$ cat src/core/msdio_pkg.sv
// shared constants for the multiplexed segment display and board i/o block
// assumes a single 10 MHz system clock; all widths fixed at board values
package msdio_pkg;
  // clock and scan timing
  localparam int CLK_FREQ_MHZ = 10;
  localparam int DIGIT_TIME_US = 1000; // each digit lit 1 ms, full scan 8 ms
  localparam int DIGIT_CYCLES = DIGIT_TIME_US * CLK_FREQ_MHZ;
  localparam int SCAN_CNT_WIDTH = 16;

  // display geometry
  localparam int DIGIT_COUNT = 8;
  localparam int DIGIT_IDX_WIDTH = 3;
  localparam int SEGMENT_COUNT = 7;
  localparam int PATTERN_WIDTH = 8; // segments a..g in bits 0..6, point in bit 7
  localparam int PATTERN_DP_BIT = 7;
  localparam logic [DIGIT_IDX_WIDTH-1:0] DIGIT_IDX_LAST = 3'h7;
  localparam logic [DIGIT_IDX_WIDTH-1:0] DIGIT_IDX_RESET = 3'h0;

  // board i/o widths
  localparam int BUTTON_COUNT = 5;
  localparam int SWITCH_COUNT = 16;
  localparam int LED_COUNT = 16;
  localparam int SYNC_WIDTH = BUTTON_COUNT + 1 + SWITCH_COUNT;

  // tri-colour pwm
  localparam int RGB_CHANNELS = 6; // two leds, red/green/blue each
  localparam int PWM_WIDTH = 8;
  localparam logic [PWM_WIDTH-1:0] PWM_DUTY_MAX = 8'h80; // 128 of 256 is 50%

  // reset values of the outputs (active-low lines idle high)
  localparam logic [DIGIT_COUNT-1:0] DIGIT_ENABLE_OFF = 8'hff;
  localparam logic [SEGMENT_COUNT-1:0] SEGMENT_OFF = 7'h7f;
  localparam logic [PATTERN_WIDTH-1:0] PATTERN_RESET = 8'h00;
  localparam logic [SYNC_WIDTH-1:0] SYNC_RESET = 22'h00_0020; // restart button idles high
endpackage : msdio_pkg

$ cat src/core/msdio_pattern_mem.sv
// eight-word store of digit patterns with a registered read port
// assumes writer and reader share clk_sys_in; read data lag the address by one cycle
`timescale 1ns/10ps
`default_nettype none
module msdio_pattern_mem
  import msdio_pkg::*;
(
  input wire logic clk_sys_in,
  input wire logic reset_in,
  input wire logic clk_en_in,
  input wire logic wr_en_in,
  input wire logic [DIGIT_IDX_WIDTH-1:0] wr_addr_in,
  input wire logic [PATTERN_WIDTH-1:0] wr_data_in,
  input wire logic [DIGIT_IDX_WIDTH-1:0] rd_addr_in,
  output logic [PATTERN_WIDTH-1:0] rd_data_out
);
  logic [PATTERN_WIDTH-1:0] mem_reg [DIGIT_COUNT];

  // cleared at reset so a blank display never shows stale patterns
  always_ff @(posedge clk_sys_in or posedge reset_in) begin
    if (reset_in) begin
      for (int i = 0; i < DIGIT_COUNT; i++) begin
        mem_reg[i] <= PATTERN_RESET;
      end
    end else if (clk_en_in && wr_en_in) begin
      mem_reg[wr_addr_in] <= wr_data_in;
    end
  end

  // registered read port
  always_ff @(posedge clk_sys_in or posedge reset_in) begin
    if (reset_in) begin
      rd_data_out <= PATTERN_RESET;
    end else if (clk_en_in) begin
      rd_data_out <= mem_reg[rd_addr_in];
    end
  end
endmodule : msdio_pattern_mem
`default_nettype wire

$ cat src/core/msdio_top.sv
// board i/o front end: input synchronisers, led drive, 8-digit scanning display, tri-colour pwm
// assumes board pins arrive asynchronously and the pattern/duty inputs come from logic on clk_sys_in
//
// Notes on behaviour
// - five direction buttons read low at rest, high only while held.
// - restart button reads high at rest, low pressed; treated as active low.
// - slide switches give steady levels set by position only, never pulses.
// - every digit has seven independent segments, any of 128 patterns.
// - cathodes shared by all digits; segment lights only on the enabled digit.
// - tri-colour led shows the mix of its lit elements.
`timescale 1ns/10ps
`default_nettype none
module msdio_top
  import msdio_pkg::*;
#(
  parameter int DIGIT_CYCLES_P = DIGIT_CYCLES
) (
  input wire logic clk_sys_in,
  input wire logic reset_in,
  input wire logic clk_en_in,
  // board pins, asynchronous
  input wire logic [BUTTON_COUNT-1:0] button_in,
  input wire logic cpu_restart_n_in,
  input wire logic [SWITCH_COUNT-1:0] switch_in,
  // user-side controls, same clock
  input wire logic [LED_COUNT-1:0] led_value_in,
  input wire logic digit_wr_in,
  input wire logic [DIGIT_IDX_WIDTH-1:0] digit_addr_in,
  input wire logic [PATTERN_WIDTH-1:0] digit_pattern_in,
  input wire logic [RGB_CHANNELS*PWM_WIDTH-1:0] rgb_duty_in,
  // synchronised board levels
  output logic [BUTTON_COUNT-1:0] button_out,
  output logic cpu_restart_n_out,
  output logic [SWITCH_COUNT-1:0] switch_out,
  // board drive
  output logic [LED_COUNT-1:0] led_out,
  output logic [DIGIT_COUNT-1:0] digit_enable_n_out,
  output logic [SEGMENT_COUNT-1:0] segment_cathode_n_out,
  output logic decimal_point_n_out,
  output logic [RGB_CHANNELS-1:0] rgb_out
);
  // limits a requested duty to half the pwm period
  function automatic logic [PWM_WIDTH-1:0] clamp_duty(input logic [PWM_WIDTH-1:0] duty);
    clamp_duty = (duty > PWM_DUTY_MAX) ? PWM_DUTY_MAX : duty;
  endfunction : clamp_duty

  // one-hot active-low enable for a digit index
  function automatic logic [DIGIT_COUNT-1:0] enable_for(input logic [DIGIT_IDX_WIDTH-1:0] idx);
    enable_for = ~(8'h01 << idx);
  endfunction : enable_for

  localparam logic [SCAN_CNT_WIDTH-1:0] SCAN_CNT_LAST = SCAN_CNT_WIDTH'(DIGIT_CYCLES_P - 1);

  logic [SYNC_WIDTH-1:0] sync_meta_reg;
  logic [SYNC_WIDTH-1:0] sync_stable_reg;
  logic [SCAN_CNT_WIDTH-1:0] scan_cnt_reg;
  logic scan_tick;
  logic [DIGIT_IDX_WIDTH-1:0] digit_idx_reg;
  logic [DIGIT_IDX_WIDTH-1:0] shown_idx_reg;
  logic load_pending_reg;
  logic tick_seen_reg;
  logic [PATTERN_WIDTH-1:0] pattern_rd;
  logic [PWM_WIDTH-1:0] pwm_cnt_reg;

  // two-flop synchronisers; first stage feeds only the second
  always_ff @(posedge clk_sys_in or posedge reset_in) begin
    if (reset_in) begin
      sync_meta_reg <= SYNC_RESET;
      sync_stable_reg <= SYNC_RESET;
    end else if (clk_en_in) begin
      sync_meta_reg <= {switch_in, cpu_restart_n_in, button_in};
      sync_stable_reg <= sync_meta_reg;
    end
  end

  // board levels passed on with polarity kept: buttons active high, restart active low
  always_ff @(posedge clk_sys_in or posedge reset_in) begin
    if (reset_in) begin
      button_out <= SYNC_RESET[BUTTON_COUNT-1:0];
      cpu_restart_n_out <= SYNC_RESET[BUTTON_COUNT];
      switch_out <= SYNC_RESET[SYNC_WIDTH-1:BUTTON_COUNT+1];
    end else if (clk_en_in) begin
      button_out <= sync_stable_reg[BUTTON_COUNT-1:0];
      cpu_restart_n_out <= sync_stable_reg[BUTTON_COUNT];
      switch_out <= sync_stable_reg[SYNC_WIDTH-1:BUTTON_COUNT+1];
    end
  end

  // user leds: high lights, low darkens
  always_ff @(posedge clk_sys_in or posedge reset_in) begin
    if (reset_in) begin
      led_out <= '0;
    end else if (clk_en_in) begin
      led_out <= led_value_in;
    end
  end

  // dwell counter; 1 ms per digit gives an 8 ms scan, 125 Hz, well above flicker
  assign scan_tick = (scan_cnt_reg == SCAN_CNT_LAST);
  always_ff @(posedge clk_sys_in or posedge reset_in) begin
    if (reset_in) begin
      scan_cnt_reg <= '0;
    end else if (clk_en_in) begin
      if (scan_tick) begin
        scan_cnt_reg <= '0;
      end else begin
        scan_cnt_reg <= scan_cnt_reg + 16'h0001;
      end
    end
  end

  // digit index steps 0..7 and wraps, equal dwell for each
  always_ff @(posedge clk_sys_in or posedge reset_in) begin
    if (reset_in) begin
      digit_idx_reg <= DIGIT_IDX_RESET;
    end else if (clk_en_in && scan_tick) begin
      if (digit_idx_reg == DIGIT_IDX_LAST) begin
        digit_idx_reg <= DIGIT_IDX_RESET;
      end else begin
        digit_idx_reg <= digit_idx_reg + 3'h1;
      end
    end
  end

  // full 8-bit pattern per digit, so all 128 segment combinations plus point are storable
  msdio_pattern_mem u_pattern_mem (
    .clk_sys_in(clk_sys_in),
    .reset_in(reset_in),
    .clk_en_in(clk_en_in),
    .wr_en_in(digit_wr_in),
    .wr_addr_in(digit_addr_in),
    .wr_data_in(digit_pattern_in),
    .rd_addr_in(digit_idx_reg),
    .rd_data_out(pattern_rd)
  );

  // the read register holds the new digit's pattern one edge after the tick, so the reload waits two
  // waiting only one edge would show the previous digit's pattern under the new enable for a cycle
  always_ff @(posedge clk_sys_in or posedge reset_in) begin
    if (reset_in) begin
      tick_seen_reg <= 1'b0;
      load_pending_reg <= 1'b1;
      shown_idx_reg <= DIGIT_IDX_RESET;
    end else if (clk_en_in) begin
      tick_seen_reg <= scan_tick;
      load_pending_reg <= tick_seen_reg;
      if (load_pending_reg) begin
        shown_idx_reg <= digit_idx_reg;
      end
    end
  end

  // enable and pattern change on the same edge, so no ghost of the last digit appears
  // pattern refreshes on every edge but the one after the tick, so a write to the shown digit reaches the cathodes two edges after it is stored
  always_ff @(posedge clk_sys_in or posedge reset_in) begin
    if (reset_in) begin
      digit_enable_n_out <= DIGIT_ENABLE_OFF;
      segment_cathode_n_out <= SEGMENT_OFF;
      decimal_point_n_out <= 1'b1;
    end else if (clk_en_in) begin
      if (load_pending_reg) begin
        digit_enable_n_out <= enable_for(digit_idx_reg);
      end
      if (load_pending_reg || (shown_idx_reg == digit_idx_reg)) begin
        segment_cathode_n_out <= ~pattern_rd[SEGMENT_COUNT-1:0];
        decimal_point_n_out <= ~pattern_rd[PATTERN_DP_BIT];
      end
    end
  end

  // free-running pwm base, 256 cycles, about 39 kHz
  always_ff @(posedge clk_sys_in or posedge reset_in) begin
    if (reset_in) begin
      pwm_cnt_reg <= '0;
    end else if (clk_en_in) begin
      pwm_cnt_reg <= pwm_cnt_reg + 8'h01;
    end
  end

  // each colour element compared on its own, so lit elements mix
  // duty above half is clipped rather than wrapped to avoid a glaring steady on
  for (genvar ch = 0; ch < RGB_CHANNELS; ch++) begin : g_rgb
    always_ff @(posedge clk_sys_in or posedge reset_in) begin
      if (reset_in) begin
        rgb_out[ch] <= 1'b0;
      end else if (clk_en_in) begin
        rgb_out[ch] <= (pwm_cnt_reg < clamp_duty(rgb_duty_in[ch*PWM_WIDTH +: PWM_WIDTH]));
      end
    end
  end
endmodule : msdio_top
`default_nettype wire

$ cat config.mk
export PLATFORM = sky130hd
export DESIGN_NAME = msdio_top
export DESIGN_NICKNAME = d
export VERILOG_FILES = /design/src/core/msdio_pkg.sv /design/src/core/msdio_pattern_mem.sv /design/src/core/msdio_top.sv
export SDC_FILE = /design/constraint.sdc
export NUM_CORES = 1
export LEC_CHECK = 0
export ABC_AREA = 0
export BUFFER_PORTS_ARGS = -buffer_cell sky130_fd_sc_hd__buf_2
export CAP_MARGIN = 25
export CORE_ASPECT_RATIO = 0.9
export CORE_MARGIN = 3
export CORE_UTILIZATION = 56
export DETAILED_ROUTE_END_ITERATION = 10
export GPL_ROUTABILITY_DRIVEN = 0
export GPL_TIMING_DRIVEN = 0
export HOLD_SLACK_MARGIN = 0.02
export PLACE_DENSITY = 0.79
export REMOVE_ABC_BUFFERS = 1
export SLEW_MARGIN = 15
export SYNTH_ARGS = -nofsm -noshare
export SYNTH_HDL_FRONTEND = slang
export SYNTH_SLANG_ARGS = --single-unit
$ cat constraint.sdc
create_clock -name clk_sys_in -period 6.4 [get_ports clk_sys_in]
set_input_delay 0.32 -clock clk_sys_in [delete_from_list [all_inputs] [get_ports clk_sys_in]]
set_output_delay 0.32 -clock clk_sys_in [all_outputs]
set_load 0.03 [all_outputs]
### Word level (Yosys, flattened, before mapping)

Index checks and enable logic that the tools add are counted.

* register bits after elaboration: 208
* logic and storage cells: 77
* input port bits: 101
* output and inout port bits: 60

* multiplexer cells: 14
* equal/unequal tests: 3
* add/sub/neg operators: 3
* $lt $le $gt $ge: 15
* reductions and logical operators: 6
* bitwise logic cells: 5
* shift operators: 1

Operators with widths (number)
* 8-bit 2-to-1 mux: 9
* 64-bit bitwise mux: 1
* 8-bit > comparator, second input constant: 6
* 8-bit < comparator: 6
* 8-bit binary-select mux with 3-bit select: 1
* 8-bit demux with 3-bit select: 1
* 16-bit by 1-bit adder with 16-bit output, second input constant: 1
* 16-bit by 14-bit equality test with 1-bit output, second input constant: 1
* 16-bit 2-to-1 mux: 1
* 8-bit by 1-bit adder with 8-bit output, second input constant: 1
* 4-bit >= comparator, second input constant: 2
* 3-bit NOT with 4-bit output: 2
* 8-bit NOT: 1
* 1-bit by 3-bit left shift with 8-bit output, first input constant: 1
* 7-bit NOT: 1
* 4-bit by 1-bit < comparator with 1-bit output, second input constant: 1
* 2-bit AND reduction: 2
* 3-bit by 1-bit adder with 3-bit output, second input constant: 1
* 3-bit equality test: 1
* 3-bit equality test, second input constant: 1
* 1-bit logical AND: 3
* 3-bit 2-to-1 mux: 1
* 1-bit logical OR: 1
* 1-bit NOT: 1

### Logic depth before layout (Yosys ltp)

Gate-level depths: netlist (run 1).

* depth in word-level cells: 6
* mapped depth: 7
* mapped depth without buffers: 7

### Hierarchy

A second synthesis (run 1) with hierarchy kept.

* cell total of the unflattened synthesis: 748
* area total of the unflattened synthesis: 9778.1 µm²

Modules (own cells, without submodules)
* msdio_top: area each 6399.9 µm², cells an instance 511, sequential area each 3428.3 µm², instances 1
* msdio_pattern_mem: area each 3378.2 µm², cells an instance 237, sequential area each 1801.7 µm², instances 1

### Least setup slack after synthesis (run 1)

OpenSTA, ideal clock, no wires.

* path kind: input -> register
* start: input rgb_duty_in[23]
* end: register rgb_out[2]
* data required time: 6.322 ns
* data arrival time: 1.586 ns
* cell stages on the path: 7
* buffers on the path: 0
* setup time: 0.078 ns
* slack: 4.736 ns
* path through: inv_1 nand2_1 ha_1 or4b_2 o2111ai_1 a21oi_1 o2bb2ai_1

* cells in the longest elaborated chain, start to end: 3

Ends and longest elaborated chain
* start: declaration: line msdio_top.sv:30 `input wire logic [RGB_CHANNELS*PWM_WIDTH-1:0] rgb_duty_in,`
* 8-bit > comparator: line msdio_top.sv:44 `clamp_duty = (duty > PWM_DUTY_MAX) ? PWM_DUTY_MAX : duty;`
* 8-bit 2-to-1 mux *: line msdio_top.sv:44
* 8-bit < comparator *: line msdio_top.sv:187 `rgb_out[ch] <= (pwm_cnt_reg < clamp_duty(rgb_duty_in[ch*PWM_WIDTH +: PWM_WIDTH]));`
* end signal: indexed assignment: line msdio_top.sv:187
* end: declaration: line msdio_top.sv:40 `output logic [RGB_CHANNELS-1:0] rgb_out`

Every way passes the cells marked *; elsewhere a longest branch is shown, timed or not.
A chain may end at the register's enable or synchronous reset.

### Worst setup path after layout (run 1)

* start: register digit_idx_reg[1]
* end: register segment_cathode_n_out[4]

* cells in the longest elaborated chain, start to end: 3

Ends and longest elaborated chain
* start: declaration: line msdio_top.sv:58 `logic [DIGIT_IDX_WIDTH-1:0] digit_idx_reg;`
* start signal: assignment: line msdio_top.sv:120 `digit_idx_reg <= digit_idx_reg + 3'h1;`
* 3-bit equality test: line msdio_top.sv:164 `if (load_pending_reg || (shown_idx_reg == digit_idx_reg)) begin`
* 1-bit logical OR: line msdio_top.sv:164
* 2-bit AND reduction (no line)
* end signal: assignment: line msdio_top.sv:165 `segment_cathode_n_out <= ~pattern_rd[SEGMENT_COUNT-1:0];`
* end: declaration: line msdio_top.sv:38 `output logic [SEGMENT_COUNT-1:0] segment_cathode_n_out,`

No other way between the ends.

==> results of run 1 <==
-- metal layers --
metal | wire length [um] | track usage, %
met1 | 8950 | 30.2
met2 | 9230 | 33.4
met3 | 1130 | 3.37
met4 | 271 | 4.10
met5 | 13 | 0
-- worst min-delay path by stage --
stage | from | to | cells past startpoint
final | led_value_in[11] | led_out[11] | 2
after global routing | led_value_in[0] | led_out[0] | 2
after CTS | button_in[2] | sync_meta_reg[2] | 2
after detailed placement | u_pattern_mem.rd_data_out[1] | segment_cathode_n_out[1] | 1
after global placement | u_pattern_mem.rd_data_out[3] | segment_cathode_n_out[3] | 1
after floorplan | u_pattern_mem.rd_data_out[0] | segment_cathode_n_out[0] | 1
-- synth_stat cells, types with 7 or more instances --
cell type  instances  area, um^2
nand3_1            8        40.0
a31oi_1           15        93.8
a21oi_1           25         125
mux2_2           150        1690
dfrtp_1          188        4700
nand2_1           71         267
mux4_2            16         360
dfstp_2           20         526
nand4_1           14        87.6
xnor2_1           15         131
nor2_1            27         101
buf_2             16        80.1
inv_1             20        75.1
xor2_1             9        78.8
nor2_2             7        43.8
ha_1              50         626
mux2i_1           10         100
-- repair_timing --
action                                  CTS  global route
hold buffers                              1             0
endpoints found under the setup margin    0             0
hold endpoints to repair                 93             0
-- cell type report --
cell class	count	area (um^2)
inverters	21	86.3
clock buffers	33	631
fillers	1139	5180
well taps	207	259
repair buffers	163	872
flip-flops and latches	208	5230
clock inverters	4	76.3
multi-input cells	467	4130
-- critical path, cell delays in order, from the launching register on --
cell     delay (ns)
dfrtp_1        1.01
xnor2_1        0.20
a31oi_1        0.13
nor2_2         0.59
mux2i_1        0.28
-- logic make-up (layout without fill, tap and decap cells) --
kind of cell / Yosys count / after routing / share of synthesized area (%)
flip-flops: 208 / 208 / 54.6
multiplexers: 176 / 176 / 22.5
AND/OR/NAND/NOR: 152 / 152 / 7.67
AO/OA/AOI/OAI: 65 / 65 / 4.26
adder cells (fa/ha/maj): 50 / 50 / 6.54
buffers and inverters: 45 / 221 / 2.25
XOR/XNOR: 24 / 24 / 2.20
-- metrics by stage --
stage                     hold slack, ns  util (%)  instances  setup TNS [ns]  power (mW)
final                             0.0608      68.5       1103               0        3.79
after CTS                         0.0490      68.5       1103               0        3.82
after floorplan                    0.392         -        696               0        2.29
after detailed placement           0.402      64.2       1065               0        2.54
after global placement             0.401      63.8       1063         -339.36        2.51
after global routing              0.0521      68.5       1103               0        4.00
-- power by group through the flow --
| stage | Clock (mW) | Sequential, mW | Combinational (mW) |
|---|---|---|---|
| 6_report | 1.25 | 1.75 | 0.785 |
| 5_1_grt | 1.33 | 1.78 | 0.885 |
| 4_1_cts | 1.28 | 1.75 | 0.793 |
| 3_5_place_dp | 0 | 1.77 | 0.776 |
| 3_3_place_gp | 0 | 1.76 | 0.748 |
| 2_1_floorplan | 0 | 1.81 | 0.479 |
-- cell usage in the layout, fill, tap and decap left out, types with 8 or more instances in the layout --
master     netlist  layout
dfrtp_1        188     187
buf_2           16     159
mux2_2         150     150
nand2_1         71      71
ha_1            50      50
nor2_1          27      27
a21oi_1         25      25
clkbuf_16        0      21
dfstp_2         20      20
inv_1           20      19
mux4_2          16      16
a31oi_1         15      15
xnor2_1         15      15
nand4_1         14      14
mux2i_1         10      10
xor2_1           9       9
nand3_1          8       8
==> out/qor.yml, run 1 <==
place:
  dp_hpwl_mm: 12.6
  io_buffers: 160
  place_ws_ns: 3.76
  place_area_um2: 10600
global_routing:
  globalRouteTotalUtil_pct: 20.7
  grt_max_degree: 106
  antenna_found_initial: 1
  globalRouteOverflowTotal: 0
  grt_pass1_wl_mm: 31.0
  grt_pass1_vias: 6096
setup_path:
  rrSetupSlack_ns: 4.11
  r2r_start: "digit_idx_reg[1]"
  crit_type: "reg2reg"
  arrival_ns: 2.70
  r2r-end: "segment_cathode_n_out[4]"
  reg2regPathDepth: 4
  cp-endpoint: "segment_cathode_n_out[4]"
  crit_required_ns: 6.81
  worstSetupStartpointType: "flop"
  crit_path_end_kind: "flop"
  critPathLaunch: "digit_idx_reg[1]"
  crit_fanout: 21
final_layout:
  largest_reg_flops: 64
  drive_above_1_share_pct: 44.1
  area_delta_synth_final_pct: 17.9
  final_area_um2: 11300
  final_net_count: 1033
  antennaDiodeCount: 0
floorplanning:
  die_w_um: 144
  die_height_um: 130
  initial_utilization_pct: 58.2
  coreArea_um2: 16500
  dieArea_um2: 18700
  design.portCount: 161
  rows: 44
run:
  drv_cap: 0
synth:
  synth_cell_types: 43
  synth-edff-count: 0
  synth_ff_type: "dfrtp_1"
  synthCells: 720
  netlist_area_um2: 9570
  synth_seq_cells: 208
  syn_avg_cell_area_um2: 13.3
  synth-async-reset-ratio_pct: 100
  synth_seq_area_share_pct: 54.6
  ys_warn_count: 0
timing:
  post-route-min-period_ns: 2.29
  timing.final.ws_setup_ns: 4.11
  maxSlewHeadroom_pct: 32.1
  tightest_slew_ns: 1.02
  fmax_ghz: 0.438
  clock_skew_ns: 0.0121
  fin_crit_sh_pct: 35.7
  rsz0062_at_grt: "false"
  finalSetupViolations: 0
  slew_viol_final: 0
  hold_violations: 0
pwr:
  switching_share_pct: 28.9
  p_switching_mw: 1.09
  comb_power_share_pct: 20.7
  sequentialPowerShare_pct: 46.3
  p_int_mw: 2.69
  clkPwrFrac_pct: 33.0
  leakage_nw: 5.15
  ir_worst_vdd_uv: 264
  power_per_cell_area_nw_per_um2: 336
clock_tree:
  postCtsSetupRepairBufs: 0
  cts_resized: 0
  cts_buffers: 21
  clock_latency_ns: 0.49
  cts_sinks: 208
  clk_pin_slew_ns: 0.06
  cts_tree: "yes"
  h-tree-depth: 1
  cts_buffer_depth: 3
  cts-root-buf: "clkbuf_16"
worst_hold_path:
  min_path_type: "in2reg"
route:
  drcViolationCount: 0
  first_pass_iters: 5
  ant_nets: 0
  drtIter0Drc: 330
  post_drt_wl_per_cell_um: 17.8
  viasPerCell: 5.64
  route.vias.total: 6225
  routed_wl_mm: 19.6
outcome:
  status: "complete, no violations"
Power figures use the tool's default switching activity.
==> inputs of run 2 (changes only) <==
--- a/config.mk
+++ b/config.mk
@@ -10,12 +10,12 @@
 export CAP_MARGIN = 25
 export CORE_ASPECT_RATIO = 0.9
 export CORE_MARGIN = 3
-export CORE_UTILIZATION = 56
+export CORE_UTILIZATION = 51
 export DETAILED_ROUTE_END_ITERATION = 10
 export GPL_ROUTABILITY_DRIVEN = 0
 export GPL_TIMING_DRIVEN = 0
 export HOLD_SLACK_MARGIN = 0.02
-export PLACE_DENSITY = 0.79
+export PLACE_DENSITY = 0.76
 export REMOVE_ABC_BUFFERS = 1
 export SLEW_MARGIN = 15
 export SYNTH_ARGS = -nofsm -noshare
==> constraint.sdc (replaced) <==
create_clock -name clk_sys_in -period 1.9 [get_ports clk_sys_in]
set_input_delay 0.095 -clock clk_sys_in [delete_from_list [all_inputs] [get_ports clk_sys_in]]
set_output_delay 0.095 -clock clk_sys_in [all_outputs]
set_load 0.03 [all_outputs]
==> run 2 against run 1 <==
Global-route usage decreased by 0.96 points; hold slack got worse by 0.019 ns; sequential share of layout area down 2.1 points; design area rose by 4.9%; via count increased by 0.96%; count of clock-buffer cells in the layout rose by 1; largest cell class unchanged.
==> out/qor.yml, run 2 (same netlist as run 1, synthesis figures left out) <==
outcome:
  status: "complete, no violations"  # unchanged
clock_tree:
  cts-root-buf: "clkbuf_16"  # unchanged
  cts_buffer_depth: 3  # unchanged
  clk_pin_slew_ns: 0.06  # about the same
  cts_buffers: 22  # was 21
  h-tree-depth: 1  # unchanged
  cts_tree: "yes"  # unchanged
  cts_sinks: 208  # unchanged
  clock_latency_ns: 0.50  # was 0.49 ns
setup_path:
  cp-endpoint: "rgb_out[2]"  # was segment_cathode_n_out[4]
  crit_path_end_kind: "flop"  # unchanged
  crit_type: "reg2reg"  # unchanged
  cp.depth: 5  # was 4
  path_buf_inv: 0  # unchanged
  arrival_ns: 2.21  # was 2.70 ns
  worstSetupStartpointType: "flop"  # unchanged
  rrSetupSlack_ns: 0.1  # was 4.11 ns
  crit_family: "simple AND/OR/NAND/NOR gates"  # was flip-flops
  r2r-end: "rgb_out[2]"  # was segment_cathode_n_out[4]
  r2r_start: "pwm_cnt_reg[1]"  # was digit_idx_reg[1]
  crit_chain: "ha_1 -> or4b_2 -> o2111ai_1 -> a21oi_1 -> o2bb2ai_1"  # was xnor2_1 -> a31oi_1 -> nor2_2 -> mux2i_1
  slowest_stage: "or4b_2"  # was dfrtp_1
  crit_fanout: 10  # was 21
  crit_required_ns: 2.31  # was 6.81 ns
  critPathLaunch: "pwm_cnt_reg[1]"  # was digit_idx_reg[1]
  reg2regPathDepth: 5  # was 4
  max_stage_delay_ns: 0.61  # was 1.01 ns
route:
  drcViolationCount: 0  # unchanged
  route.vias.total: 6285  # was 6225
  ant_nets: 0  # unchanged
  viasPerCell: 5.29  # was 5.64
  routed_wl_mm: 19.7  # was 19.6 mm
  first_pass_iters: 4  # was 5
  post_drt_wl_per_cell_um: 16.6  # was 17.8 um
  drtIter0Drc: 315  # was 330
final_layout:
  drive_above_1_share_pct: 42.4  # was 44.1%
  final_area_um2: 11800  # was 11300 um^2
  nFillCells: 1332  # was 1139
  final_net_count: 1083  # was 1033
  antennaDiodeCount: 0  # unchanged
  layout_common_cells: "dfrtp_1, buf_2, mux2_2"  # unchanged
  final_common_cell: "dfrtp_1"  # unchanged
  finalNonFillerCells: 1187  # was 1103
  area_delta_synth_final_pct: 23.6  # was 17.9%
  fin_util_pct: 65.7  # was 68.5%
  largest_reg_flops: 64  # unchanged
pwr:
  comb_power_share_pct: 21.5  # was 20.7%
  ir_worst_vdd_uv: 631  # was 264 uV
  switching_share_pct: 29.2  # was 28.9%
  sequentialPowerShare_pct: 46.5  # was 46.3%
  p_switching_mw: 3.70  # was 1.09 mW
  power_per_cell_area_nw_per_um2: 1070  # was 336 nW/um^2
  leakage_nw: 5.38  # was 5.15 nW
  clkPwrFrac_pct: 32.0  # was 33.0%
  p_int_mw: 8.97  # was 2.69 mW
place:
  io_buffers: 160  # unchanged
  place_area_um2: 10600  # about the same
  place_ws_ns: -0.373  # was 3.76 ns
  placed_cells: 1099  # was 1065
  dp_hpwl_mm: 13.0  # was 12.6 mm
floorplanning:
  coreArea_um2: 18000  # was 16500 um^2
  initial_utilization_pct: 53.1  # was 58.2%
  die_height_um: 136  # was 130 um
  rows: 46  # was 44
  design.portCount: 161  # unchanged
  dieArea_um2: 20500  # was 18700 um^2
  die_w_um: 150  # was 144 um
global_routing:
  grt_max_degree: 92  # was 106
  globalRouteTotalUtil_pct: 19.7  # was 20.7%
  globalRouteOverflowTotal: 0  # unchanged
  grt_pass1_vias: 6561  # was 6096
  antenna_found_initial: 0  # was 1
  grt_pass1_wl_mm: 33.0  # was 31.0 mm
timing:
  post-route-min-period_ns: 1.80  # was 2.29 ns
  slew_viol_final: 0  # unchanged
  hold_violations: 0  # unchanged
  maxSlewHeadroom_pct: 60.5  # was 32.1%
  rsz0062_at_grt: "false"  # unchanged
  clock_skew_ns: 0.0206  # was 0.0121 ns
  fmax_ghz: 0.555  # was 0.438 GHz
  finalSetupViolations: 0  # unchanged
  timing.final.ws_setup_ns: 0.0992  # was 4.11 ns
  fin_crit_sh_pct: 94.8  # was 35.7%
  tightest_slew_ns: 0.592  # was 1.02 ns
worst_hold_path:
  min_path_type: "in2reg"  # unchanged
run:
  drv_cap: 0  # unchanged
run 2: cell types whose count changed in the layout (fill, tap and decap cells not counted), moves of 2 or more:
cell and change:
buf_4 +2, bufinv_16 -2, clkinv_2 +3, dfrtp_1 -2, dlygate4sd3_1 +46
run 2: power by group through the flow:
| stage | registers (mW) | clock network (mW) | logic [mW] |
|---|---|---|---|
| 2_1_floorplan | 6.09 | 0 | 1.61 |
| 3_3_place_gp | 5.92 | 0 | 2.53 |
| 3_5_place_dp | 5.95 | 0 | 2.65 |
| 4_1_cts | 5.89 | 4.17 | 2.75 |
| 5_1_grt | 6.02 | 4.35 | 3.04 |
| 6_report | 5.90 | 4.05 | 2.72 |
run 2: cell type report:
cell class	instances	area, um^2	share of cell area (%)
Clock buffer	34	656	5.54
Sequential cell	208	5240	44.3
Tap cell	240	300	2.54
Multi-Input combinational cell	467	4140	35.0
Inverter	21	86.3	0.730
Clock inverter	5	38.8	0.328
Timing Repair Buffer	212	1380	11.6
run 2: what timing repair did:
item	in CTS	in global routing
setup endpoints to repair	20	3
resized for setup	4	1
gates cloned	0	0
pin swaps	1	0
setup buffers	2	0
endpoints found under the hold margin	213	0
hold buffers	47	0
run 2: worst min path at each step:
| stage | start | slack (ns) | to | cells past startpoint |
|---|---|---|---|---|
| finish | clk_en_in | 0.04 | pwm_cnt_reg[2] | 3 |
| global route | clk_en_in | 0.06 | pwm_cnt_reg[2] | 3 |
| CTS | clk_en_in | 0.03 | pwm_cnt_reg[2] | 3 |
| detailed placement | reset_in | 0.06 | led_out[1] | 2 |
| global placement | led_value_in[5] | 0.33 | led_out[5] | 2 |
| floorplan | clk_en_in | 0.19 | pwm_cnt_reg[0] | 1 |
run 2: worst min-delay path: stages:
cell	delay, ns
buf_6	0.20
nand2_1	0.12
xnor2_1	0.06
run 2: metrics by stage:
stage | setup TNS (ns) | hold slack (ns) | total power, mW
floorplan | -767.62 | 0.186 | 7.71
global placement | -1462.61 | 0.327 | 8.45
detailed placement | -14.42 | 0.0646 | 8.61
CTS | 0 | 0.0270 | 12.8
global route | 0 | 0.0648 | 13.4
finish | 0 | 0.0418 | 12.7
run 2: layer usage:
| layer | global-route usage, % | up-vias | share of wire [%] |
|---|---|---|---|
| met5 | 0 | - | 0 |
| met4 | 3.96 | 0 | 1.5 |
| met3 | 3.03 | 20 | 3.7 |
| met2 | 34.5 | 107 | 51 |
| met1 | 26.3 | 3138 | 44 |
| li1 | - | 3020 | - |
==> inputs of run 3 (changes only) <==
--- a/config.mk
+++ b/config.mk
@@ -10,12 +10,12 @@
 export CAP_MARGIN = 25
 export CORE_ASPECT_RATIO = 0.9
 export CORE_MARGIN = 3
-export CORE_UTILIZATION = 51
+export CORE_UTILIZATION = 57
 export DETAILED_ROUTE_END_ITERATION = 10
 export GPL_ROUTABILITY_DRIVEN = 0
 export GPL_TIMING_DRIVEN = 0
 export HOLD_SLACK_MARGIN = 0.02
-export PLACE_DENSITY = 0.76
+export PLACE_DENSITY = 0.81
 export REMOVE_ABC_BUFFERS = 1
 export SLEW_MARGIN = 15
 export SYNTH_ARGS = -nofsm -noshare
==> constraint.sdc (replaced) <==
create_clock -name clk_sys_in -period 2.3 [get_ports clk_sys_in]
set_input_delay 0.115 -clock clk_sys_in [delete_from_list [all_inputs] [get_ports clk_sys_in]]
set_output_delay 0.115 -clock clk_sys_in [all_outputs]
set_load 0.03 [all_outputs]
==> run 3 against run 2 <==
Design area shrank 0.72%; hold slack gained 0.0083 ns; clock skew shrank 0.0077 ns; critical path depth shrank 2; sequential cell count is the same; sequential share of layout area grew 0.29 points; wire length grew 11%; core utilization grew 6.4 points; sequential power shrank 17%; setup slack lost 0.033 ns; highest routed layer unchanged; largest power group unchanged.
==> out/qor.yml, run 3 (same netlist as run 1, synthesis figures left out) <==
route:
  viasPerCell: 5.69  # was 5.29
  routed_wl_mm: 21.9  # was 19.7 mm
  post_drt_wl_per_cell_um: 19.0  # was 16.6 um
  ant_nets: 0  # unchanged
  drtIter0Drc: 408  # was 315
  route.vias.total: 6540  # was 6285
  drcViolationCount: 0  # unchanged
  first_pass_iters: 4  # unchanged
final_layout:
  largest_reg_flops: 64  # unchanged
  nFillCells: 1057  # was 1332
  final_common_cell: "dfrtp_1"  # unchanged
  multiInputGateArea_um2: 4130  # was 4140 um^2
  regArea_um2: 5230  # was 5240 um^2
  final_net_count: 1079  # was 1083
  layout_common_cells: "dfrtp_1, buf_2, mux2_2"  # unchanged
  drive_above_1_share_pct: 42.3  # was 42.4%
  area_delta_synth_final_pct: 22.7  # was 23.6%
  antennaDiodeCount: 0  # unchanged
global_routing:
  grt_max_degree: 110  # was 92
  antenna_found_initial: 0  # unchanged
  globalRouteTotalUtil_pct: 23.7  # was 19.7%
  grt_pass1_wl_mm: 35.1  # was 33.0 mm
  grt_pass1_vias: 6897  # was 6561
  globalRouteOverflowTotal: 0  # unchanged
setup_path:
  slowest_stage: "nor3_2"  # was or4b_2
  crit_type: "reg2reg"  # unchanged
  r2r_start: "scan_cnt_reg[6]"  # was pwm_cnt_reg[1]
  crit_required_ns: 2.67  # was 2.31 ns
  path_buf_inv: 0  # unchanged
  crit_fanout: 11  # was 10
  critPathLaunch: "scan_cnt_reg[6]"  # was pwm_cnt_reg[1]
  arrival_ns: 2.60  # was 2.21 ns
  worstSetupStartpointType: "flop"  # unchanged
  crit_chain: "or4_4 -> nor3_2 -> mux2_2"  # was ha_1 -> or4b_2 -> o2111ai_1 -> a21oi_1 -> o2bb2ai_1
  crit_path_end_kind: "flop"  # unchanged
  max_stage_delay_ns: 0.67  # was 0.61 ns
  crit_family: "simple AND/OR/NAND/NOR gates"  # unchanged
timing:
  hold_ws_ns: 0.0502  # was 0.0418 ns
  tightest_slew_ns: 0.777  # was 0.592 ns
  maxSlewHeadroom_pct: 47.9  # was 60.5%
  slew_viol_final: 0  # unchanged
  timing.final.ws_setup_ns: 0.0659  # was 0.0992 ns
  rsz0062_at_grt: "false"  # unchanged
  post-route-min-period_ns: 2.23  # was 1.80 ns
  fmax_ghz: 0.448  # was 0.555 GHz
  finalSetupViolations: 0  # unchanged
  clock_skew_ns: 0.0129  # was 0.0206 ns
  fin_crit_sh_pct: 97.1  # was 94.8%
  hold_violations: 0  # unchanged
floorplanning:
  rows: 44  # was 46
  initial_utilization_pct: 58.7  # was 53.1%
  dieArea_um2: 18400  # was 20500 um^2
  die_w_um: 143  # was 150 um
  coreArea_um2: 16300  # was 18000 um^2
  die_height_um: 129  # was 136 um
  design.portCount: 161  # unchanged
clock_tree:
  clk_pin_slew_ns: 0.06  # about the same
  clock_latency_ns: 0.49  # was 0.50 ns
  cts_buffer_depth: 3  # unchanged
  cts_tree: "yes"  # unchanged
  cts_sinks: 208  # unchanged
  cts_buffers: 21  # was 22
  postCtsSetupRepairBufs: 0  # was 2
  h-tree-depth: 1  # unchanged
  cts-root-buf: "clkbuf_16"  # unchanged
place:
  dp_hpwl_mm: 13.0  # about the same
  io_buffers: 160  # unchanged
  place_ws_ns: 0.0605  # was -0.373 ns
worst_hold_path:
  min_from: "clk_en_in"  # unchanged
  min_path_type: "in2reg"  # unchanged
pwr:
  ir_worst_vdd_uv: 640  # was 631 uV
  power_per_cell_area_nw_per_um2: 914  # was 1070 nW/um^2
  leakage_nw: 5.35  # was 5.38 nW
run:
  drv_cap: 0  # unchanged
outcome:
  status: "complete, no violations"  # unchanged
-- run 3: cell types whose count changed in the layout (fill, tap and decap cells not counted), sizes merged --
cell	change
buf	-3
bufinv	+3
clkinv	+1
clkbuf	-6
-- run 3: final cells by class --
class / count / area share [%]
repair buffers: 209 / 11.3
well taps: 207 / 2.20
clock inverters: 9 / 1.08
flip-flops and latches: 208 / 44.5
inverters: 21 / 0.735
clock buffers: 28 / 4.95
multi-input cells: 467 / 35.1
-- run 3: timing repair --
item | in CTS | in global routing
setup endpoints to repair | 0 | 3
endpoints found under the hold margin | 194 | 0
gates resized for setup | 0 | 1
hold buffers | 47 | 0
-- run 3: layer usage --
| layer | part of all wire [%] | global-route usage, % | vias to the layer above |
|---|---|---|---|
| met4 | 3.1 | 8.22 | 0 |
| met2 | 52 | 41.8 | 182 |
| met1 | 41 | 30.0 | 3295 |
| li1 | - | - | 3013 |
| met3 | 4.4 | 3.60 | 50 |
| met5 | 0 | 0 | - |
-- run 3: report_power, final --
group / switching (mW) / leakage [nW] / internal, mW
sequential: 0.593 / 2.48 / 4.31
combinational: 1.16 / 2.52 / 1.13
clock: 1.42 / 0.347 / 2.12
total: 3.17 / 5.35 / 7.56
-- run 3: final timing paths --
kind | to | slack (ns) | cells past startpoint
setup / recovery | digit_idx_reg[1] | 0.07 | 3
hold / removal | pwm_cnt_reg[2] | 0.05 | 3
setup reg to reg | digit_idx_reg[1] | 0.07 | 3
hold reg to reg | segment_cathode_n_out[3] | 0.42 | 1
max in group asynchronous | digit_idx_reg[1] | 1.05 | 4
min in group asynchronous | switch_out[11] | 0.30 | 3
-- run 3: metrics by stage --
| stage | area (um^2) | cells | total power, mW | util, % | TNS [ns] |
|---|---|---|---|---|---|
| final | 11700 | 1149 | 10.7 | 72.1 | 0 |
| after global routing | 11700 | 1149 | 11.3 | 72.1 | 0 |
| after CTS | 11700 | 1149 | 10.7 | 72.1 | 0 |
| after detailed placement | 10600 | 1065 | 7.11 | 64.8 | 0 |
| after global placement | 10500 | 1063 | 6.98 | 64.4 | -1276.07 |
| after floorplan | 9440 | 696 | 6.37 | - | -688.54 |
-- run 3: tightest hold or removal path, cell delays in order --
cell and delay (ns):
buf_6 0.18, nand2_1 0.11, xnor2_1 0.06
